<file path="src/port5_pkg.sv">
// Package for the eight-pin port with wake-up and segment functions.
// Assumes byte-wide register port addressed by the printed 16-bit offsets.
package port5_pkg;
  localparam int          PORT_WIDTH      = 8;
  localparam int          ADDR_WIDTH      = 16;
  localparam int          SEG_SEL_WIDTH   = 4;
  // Register offsets
  localparam logic [15:0] ADDR_FUNC_SEL   = 16'hFFCC;
  localparam logic [15:0] ADDR_DATA_LATCH = 16'hFFD8;
  localparam logic [15:0] ADDR_PULLUP_EN  = 16'hFFE2;
  localparam logic [15:0] ADDR_DIRECTION  = 16'hFFE8;
  // Reset and read-back values
  localparam logic [7:0]  RESET_VALUE     = 8'h00;
  localparam logic [7:0]  DIR_READ_VALUE  = 8'hFF;
  localparam logic [7:0]  UNMAPPED_VALUE  = 8'h00;
  // Segment-select field positions
  localparam int          SEG_SEL_MSB     = 3;
  localparam int          SEG_SEL_LSB     = 0;
  // Operating modes of the chip
  typedef enum logic [2:0] {
    MODE_ACTIVE,
    MODE_SUBACTIVE,
    MODE_SLEEP,
    MODE_SUBSLEEP,
    MODE_WATCH,
    MODE_STANDBY
  } op_mode_e;
endpackage

</file>
<file path="src/port5_gpio.sv">
// Eight-pin port: data latch, direction, pull-up and function registers.
// Assumes a byte register port with one-cycle strobes and synchronous pins.
// Behaviour
// - Output-direction pins read back the data latch value.
// - Input-direction pins read back the sampled pin level.
// - Direction bit one drives pin from latch, zero makes it input.
// - Direction and latch drive pins only in general I/O use.
// - Direction register is write-only and reads as all ones.
// - Input pin pull-up follows its pull-up enable bit.
// - Pull-up off for output pins and after reset.
// - Mode bit zero gives general I/O, one gives wake-up input.
// - Upper pins become segment outputs when field top bit set.
// - Lower pins become segment outputs on field pattern 1**1.
// - Reset clears data, direction, pull-up and mode registers.
// - In standby pins float except pulled-up pins show high.
//
// The strobed register port was decided locally.
`timescale 1ns/1ps
module port5_gpio #(
  parameter int WIDTH = port5_pkg::PORT_WIDTH
) (
  input  wire logic                 clk,
  input  wire logic                 nrst,
  input  wire logic [15:0]          addr,
  input  wire logic [7:0]           wdata,
  input  wire logic                 wr,
  input  wire logic                 rd,
  output logic      [7:0]           rdata,
  input  wire logic [3:0]           segment_select_field,
  input  wire logic [WIDTH-1:0]     lcd_segment_output,
  input  wire logic [2:0]           op_mode,
  input  wire logic [WIDTH-1:0]     pin_in,
  output logic      [WIDTH-1:0]     pin_out,
  output logic      [WIDTH-1:0]     pin_oe,
  output logic      [WIDTH-1:0]     pullup_on,
  output logic      [WIDTH-1:0]     wakeup_in,
  output logic      [WIDTH-1:0]     seg_active
);
  logic [WIDTH-1:0] port_data_latch;
  logic [WIDTH-1:0] port_direction;
  logic [WIDTH-1:0] port_pullup_enable;
  logic [WIDTH-1:0] port_function_select;

  wire logic [WIDTH-1:0] cell_oe;
  wire logic [WIDTH-1:0] cell_out;
  wire logic [WIDTH-1:0] cell_pu;
  wire logic [WIDTH-1:0] cell_wake;
  wire logic [WIDTH-1:0] cell_seg;

  // Address decode
  wire logic sel_func = (addr == port5_pkg::ADDR_FUNC_SEL);
  wire logic sel_data = (addr == port5_pkg::ADDR_DATA_LATCH);
  wire logic sel_pull = (addr == port5_pkg::ADDR_PULLUP_EN);
  wire logic sel_dir  = (addr == port5_pkg::ADDR_DIRECTION);

  // Mode decode; hold covers sleep, subsleep and watch
  wire logic mode_standby = (op_mode == 3'(port5_pkg::MODE_STANDBY));
  wire logic mode_hold    = (op_mode == 3'(port5_pkg::MODE_SLEEP))
                          | (op_mode == 3'(port5_pkg::MODE_SUBSLEEP))
                          | (op_mode == 3'(port5_pkg::MODE_WATCH));

  wire logic [WIDTH-1:0] data_view =
    (port_direction & port_data_latch) | (~port_direction & pin_in);

  // Read mux; unmapped addresses answer zero
  wire logic [7:0] next_rdata =
    sel_data ? 8'(data_view) :
    sel_dir  ? port5_pkg::DIR_READ_VALUE :
    sel_pull ? 8'(port_pullup_enable) :
    sel_func ? 8'(port_function_select) :
    port5_pkg::UNMAPPED_VALUE;

  // Per-pin function cells
  genvar g;
  generate
    for (g = 0; g < WIDTH; g++)
    begin : g_pin
      port5_pin_cell #(
        .UPPER_HALF (g >= 4)
      ) u_cell (
        .direction            (port_direction[g]),
        .latch                (port_data_latch[g]),
        .wakeup_select_bit    (port_function_select[g]),
        .pullup_en            (port_pullup_enable[g]),
        .seg_level            (lcd_segment_output[g]),
        .segment_select_field (segment_select_field),
        .seg_use              (cell_seg[g]),
        .drive_oe             (cell_oe[g]),
        .drive_out            (cell_out[g]),
        .pullup_on            (cell_pu[g]),
        .wake_use             (cell_wake[g])
      );
    end
  endgenerate

  wire logic [WIDTH-1:0] next_oe  = mode_standby ? '0 :
                                    mode_hold ? pin_oe : cell_oe;
  wire logic [WIDTH-1:0] next_out = mode_standby ? '0 :
                                    mode_hold ? pin_out : cell_out;
  wire logic [WIDTH-1:0] next_pu  = mode_hold ? pullup_on : cell_pu;

  // Register writes
  // clear on reset
  always_ff @(posedge clk or negedge nrst)
  begin
    if (!nrst)
    begin
      port_data_latch      <= WIDTH'(port5_pkg::RESET_VALUE);
      port_direction       <= WIDTH'(port5_pkg::RESET_VALUE);
      port_pullup_enable   <= WIDTH'(port5_pkg::RESET_VALUE);
      port_function_select <= WIDTH'(port5_pkg::RESET_VALUE);
    end
    else if (wr)
    begin
      if (sel_data) port_data_latch      <= WIDTH'(wdata);
      if (sel_dir)  port_direction       <= WIDTH'(wdata);
      if (sel_pull) port_pullup_enable   <= WIDTH'(wdata);
      if (sel_func) port_function_select <= WIDTH'(wdata);
    end
  end

  // Read data valid the cycle after the strobe only
  always_ff @(posedge clk or negedge nrst)
  begin
    if (!nrst)
      rdata <= 8'h00;
    else
      rdata <= rd ? next_rdata : 8'h00;
  end

  // Pin outputs registered; pins float during reset
  // float in reset
  always_ff @(posedge clk or negedge nrst)
  begin
    if (!nrst)
    begin
      pin_oe     <= '0;
      pin_out    <= '0;
      pullup_on  <= '0;
      wakeup_in  <= '0;
      seg_active <= '0;
    end
    else
    begin
      pin_oe     <= next_oe;
      pin_out    <= next_out;
      pullup_on  <= next_pu;
      wakeup_in  <= cell_wake & pin_in;
      seg_active <= cell_seg;
    end
  end
endmodule

</file>
<file path="src/port5_pin_cell.sv">
// Per-pin function decode for the port.
// Assumes register bits and segment select arrive as synchronous levels.
`timescale 1ns/1ps
module port5_pin_cell #(
  parameter bit UPPER_HALF = 1'b0
) (
  input  wire logic       direction,
  input  wire logic       latch,
  input  wire logic       wakeup_select_bit,
  input  wire logic       pullup_en,
  input  wire logic       seg_level,
  input  wire logic [3:0] segment_select_field,
  output logic            seg_use,
  output logic            drive_oe,
  output logic            drive_out,
  output logic            pullup_on,
  output logic            wake_use
);
  // Segment selection differs between upper and lower nibble
  wire logic seg_upper;
  wire logic seg_lower;
  wire logic gpio_use;
  assign seg_upper = segment_select_field[port5_pkg::SEG_SEL_MSB];
  assign seg_lower = segment_select_field[port5_pkg::SEG_SEL_MSB]
                   & segment_select_field[port5_pkg::SEG_SEL_LSB];
  assign seg_use   = UPPER_HALF ? seg_upper : seg_lower;
  assign wake_use  = ~seg_use & wakeup_select_bit;
  assign gpio_use  = ~seg_use & ~wakeup_select_bit;
  assign drive_oe  = seg_use | (gpio_use & direction);
  assign drive_out = seg_use ? seg_level : latch;
  assign pullup_on = pullup_en & ~direction & ~seg_use;
endmodule

</file>
<file path="config.mk">
export PLATFORM = sky130hd
export DESIGN_NAME = port5_gpio
export DESIGN_NICKNAME = d
export VERILOG_FILES = /design/src/port5_pkg.sv /design/src/port5_gpio.sv /design/src/port5_pin_cell.sv
export SDC_FILE = /design/constraint.sdc
export NUM_CORES = 1
export LEC_CHECK = 0
export BUFFER_PORTS_ARGS = -buffer_cell sky130_fd_sc_hd__buf_2
export CORE_ASPECT_RATIO = 1.75
export CORE_MARGIN = 8
export CORE_UTILIZATION = 55
export CTS_CLUSTER_DIAMETER = 60
export CTS_CLUSTER_SIZE = 40
export DETAILED_ROUTE_END_ITERATION = 10
export PLACE_DENSITY = 0.86
export SLEW_MARGIN = 40
export SYNTH_ARGS = -nofsm -noshare
export SYNTH_HDL_FRONTEND = slang
export SYNTH_HIERARCHICAL = 1
export SYNTH_SLANG_ARGS = --single-unit
</file>
<file path="constraint.sdc">
create_clock -name clk -period 1.8 [get_ports clk]
set_input_delay 0.27 -clock clk [delete_from_list [all_inputs] [get_ports clk]]
set_output_delay 0.27 -clock clk [all_outputs]
set_load 0.005 [all_outputs]
</file>
==> qor.tcl <==
set qor(outcome) {completed}
set qor(worst_supply_voltage_drop_on_vdd_mv) 0.714
set qor(yosysUniqueCellTypes) 35
set qor(floorplan_die_area_sq_mm) 0.00950
set qor(number_of_gates_resized_after_cts) 0
set qor(dp_hpwl_mm) 6.57
set qor(first_global_vias) 2927
set qor(synth_fp_nets) 331
set qor(hold_crit_path_type) {in -> reg}
set qor(cts_sinks) 80
set qor(endpoints_failing_setup) 0
set qor(fin_nets) 437
set qor(synthCells) 280
set qor(number_of_antenna_violations_at_the_first_check_in_global_routing) 0
set qor(period_minus_slack_ns) 1.40
set qor(final.setup_skew_ns) 0.00526
set qor(tritoncts) {done}
set qor(width_of_the_die_um) 77.2
set qor(critPathTopFamily) {simple AND/OR/NAND/NOR gates}
set qor(ys_seq_area_frac) 0.555
set qor(ctsHtreeMaxLevel) 3
set qor(critPathBufInv) 2
set qor(detail_route.wirelength_mm) 9.16
set qor(drt_first_pass_iters) 4
set qor(synth_largest_type_area_fraction) 0.555
set qor(met3_length_um) 524
set qor(met2_routed_length_mm) 5.14
set qor(gp_congestion) 0.779
set qor(achievable-frequency_ghz) 0.713
set qor(critPathSlowestCell) {sky130_fd_sc_hd__mux2_1}
set qor(area_growth_syn_to_layout_pct) 26.6
set qor(synth_top_cells_by_area) {sky130_fd_sc_hd__dfrtp_1, sky130_fd_sc_hd__mux2_2, sky130_fd_sc_hd__mux2_1}
set qor(dr_total_vias) 2696
set qor(rsz_0062_raised_after_global_routing) {false}
set qor(m1WireLength_mm) 3.29
set qor(critPathMaxFanout) 5
set qor(numPortBuffers) 96
set qor(hold_violations) 0
set qor(coreArea_sq_mm) 0.00644
set qor(cts_buffer_count) 9
set qor(clock_tree.root_cell) {sky130_fd_sc_hd__clkbuf_16}
set qor(slew_headroom) 0.642
set qor(n_fill_cell) 474
set qor(worst_max_slew_pin_slew_ns) 0.537
set qor(crit_path_end_kind) {flop}
set qor(boundaryPins) 99
set qor(critical_path_class) {in -> reg}
set qor(p_leak_nw) 2.39
set qor(most-common-layout-cells) {sky130_fd_sc_hd__buf_2, sky130_fd_sc_hd__dfrtp_1, sky130_fd_sc_hd__mux2_2}
set qor(avgRoutedWirePerCell_um) 19.5
set qor(yosysWarningCount) 6
set qor(pwr_density_cell_mw_per_mm2) 897
set qor(critical_path.max_stage_delay_ns) 0.34
set qor(setup.worst_path.start_class) {input pin}
set qor(die_h_um) 123
set qor(final_clock_period_utilization_by_the_worst_path) 0.779
set qor(most_common_cell_after_layout_fill_and_taps_aside) {sky130_fd_sc_hd__buf_2}
set qor(synth_seq_cells) 80
set qor(initial_core_util) 0.560
set qor(timing.final.max_slew_violations) 0
set qor(clockBufferDepth) 2
set qor(maxCapViolations) 0
set qor(post-route-drc-count) 0
set qor(synthesis.area_sq_mm) 0.00360
set qor(num_antenna_cells) 0
set qor(fin_hold_ws_ns) 0.161
set qor(synth_area_leader_cell) {sky130_fd_sc_hd__dfrtp_1}
set qor(totalNegativeSetupSlack_ns) 0
set qor(drtAntennaViolNets) 0
set qor(final_layout_size_suffix_gt1_frac) 0.465
set qor(groute.usage.overall) 0.199
set qor(first_iter_violations) 289
set qor(pin_count_of_the_biggest_net_entering_global_routing) 46
set qor(critical_path_arrival_ns) 1.61
set qor(top_layer) {met4}
set qor(clock_insertion_delay_worst_skew_ns) 0.33
set qor(syn_avg_cell_area_sq_um) 12.9
set qor(clk_transition_reported_paths_ns) 0.06
set qor(global_route.overflow_total) 0
set qor(worst_ep_required_time_ns) 2.01
set qor(placementRows) 39
set qor(cp_cell_sequence) {buf_2 -> nand3b_1 -> nor3b_1 -> and4_1 -> buf_4 -> mux2_1}
set qor(vias_per_cell) 5.72
set qor(grt_first_pass_wirelength_mm) 14.8
Yosys cell counts:
library cell                 n
sky130_fd_sc_hd__xnor2_1     2
sky130_fd_sc_hd__nand4b_2    1
sky130_fd_sc_hd__nand4bb_1   1
sky130_fd_sc_hd__and3_2      4
sky130_fd_sc_hd__nand2_2     4
sky130_fd_sc_hd__nor4_2      1
sky130_fd_sc_hd__nand2b_1    1
sky130_fd_sc_hd__nor2b_1     1
sky130_fd_sc_hd__and3_1      1
sky130_fd_sc_hd__a21o_2      4
sky130_fd_sc_hd__or4_1       1
sky130_fd_sc_hd__and4_1      3
sky130_fd_sc_hd__and2_2      4
sky130_fd_sc_hd__o21ai_0    12
sky130_fd_sc_hd__mux2_4      8
sky130_fd_sc_hd__nor2_2      1
sky130_fd_sc_hd__nor3_2      1
sky130_fd_sc_hd__nand3b_1    1
sky130_fd_sc_hd__nor3b_1    14
sky130_fd_sc_hd__or3b_1      1
sky130_fd_sc_hd__nand3_1     8
sky130_fd_sc_hd__buf_4       6
sky130_fd_sc_hd__mux2_1     19
sky130_fd_sc_hd__a21oi_1     8
sky130_fd_sc_hd__inv_1      12
sky130_fd_sc_hd__buf_2       6
sky130_fd_sc_hd__nor2_1      7
sky130_fd_sc_hd__mux2_2     30
sky130_fd_sc_hd__dfrtp_1    80
sky130_fd_sc_hd__a22o_1     16
sky130_fd_sc_hd__buf_1       2
sky130_fd_sc_hd__and2_1      8
sky130_fd_sc_hd__nand4_1     2
sky130_fd_sc_hd__clkbuf_1    2
sky130_fd_sc_hd__o31ai_1     8
cell families (layout without fill, tap and decap cells):
kind of cell / count (synthesis) / after routing / share of synthesized area
muxes: 57 / 57 / 0.186
and+or+nand+nor: 65 / 65 / 0.123
buffers and inverters: 28 / 137 / 0.0375
xor gates and xnor gates: 2 / 2 / 0.00486
AOI/OAI and AO/OA: 48 / 48 / 0.0930
DFF: 80 / 80 / 0.555
layout make-up:
| type | count | area, sq um | area share |
|---|---|---|---|
| Clock inverter | 3 | 67.6 | 0.0148 |
| Clock buffer | 11 | 243 | 0.0532 |
| Sequential cell | 80 | 2000 | 0.439 |
| Inverter | 12 | 45.0 | 0.00987 |
| Tap cell | 82 | 103 | 0.0225 |
| Multi-Input combinational cell | 172 | 1470 | 0.322 |
| Timing Repair Buffer | 111 | 636 | 0.139 |
per-stage QoR:
step / std cells / cell area (sq um) / worst slack, ns / utilization / power [W]
after detailed placement: 456 / 4240 / 0.0569 / 0.659 / 0.00222
after global placement: 456 / 4240 / 0.120 / 0.659 / 0.00220
after floorplan: 280 / 3600 / 0.219 / - / 0.00202
after global routing: 471 / 4560 / 0.282 / 0.708 / 0.00426
after CTS: 471 / 4560 / 0.398 / 0.708 / 0.00413
final: 471 / 4560 / 0.397 / 0.708 / 0.00409
worst reg2reg max path, stage by stage, from the launching register on:
cell and delay [ns]:
sky130_fd_sc_hd__dfrtp_1 0.40, sky130_fd_sc_hd__mux2_2 0.37, sky130_fd_sc_hd__o31ai_1 0.23, sky130_fd_sc_hd__a21oi_1 0.06
worst paths after layout:
check	slack [ns]	start	cells past startpoint	end
max	0.40	addr[2]	6	port_direction[2]
min	0.16	pin_in[7]	2	wakeup_in[7]
max reg2reg	0.62	port_direction[7]	3	rdata[7]
min reg2reg	0.49	pin_out[0]	1	pin_out[0]
max in group asynchronous	0.76	nrst	3	port_direction[0]
min in group asynchronous	0.44	nrst	2	seg_active[3]
power by group:
part,internal (W),switching (W),leakage [nW],total [W]
Combinational,0.000148,0.000177,1.15,0.000325
Clock,0.00124,0.000674,0.148,0.00191
Sequential,0.00184,0.0000190,1.09,0.00186
metal layers:
layer / vias to the layer above / global-route usage
met4: 0 / 0.0974
met1: 1368 / 0.207
met3: 12 / 0.0655
met5: - / 0
met2: 101 / 0.354
li1: 1215 / -
what timing repair did:
item,in CTS,in global routing
hold buffers,1,0
setup buffers,0,0
endpoints found under the hold margin,35,0
Note: power is estimated with default switching activity, not from simulation.
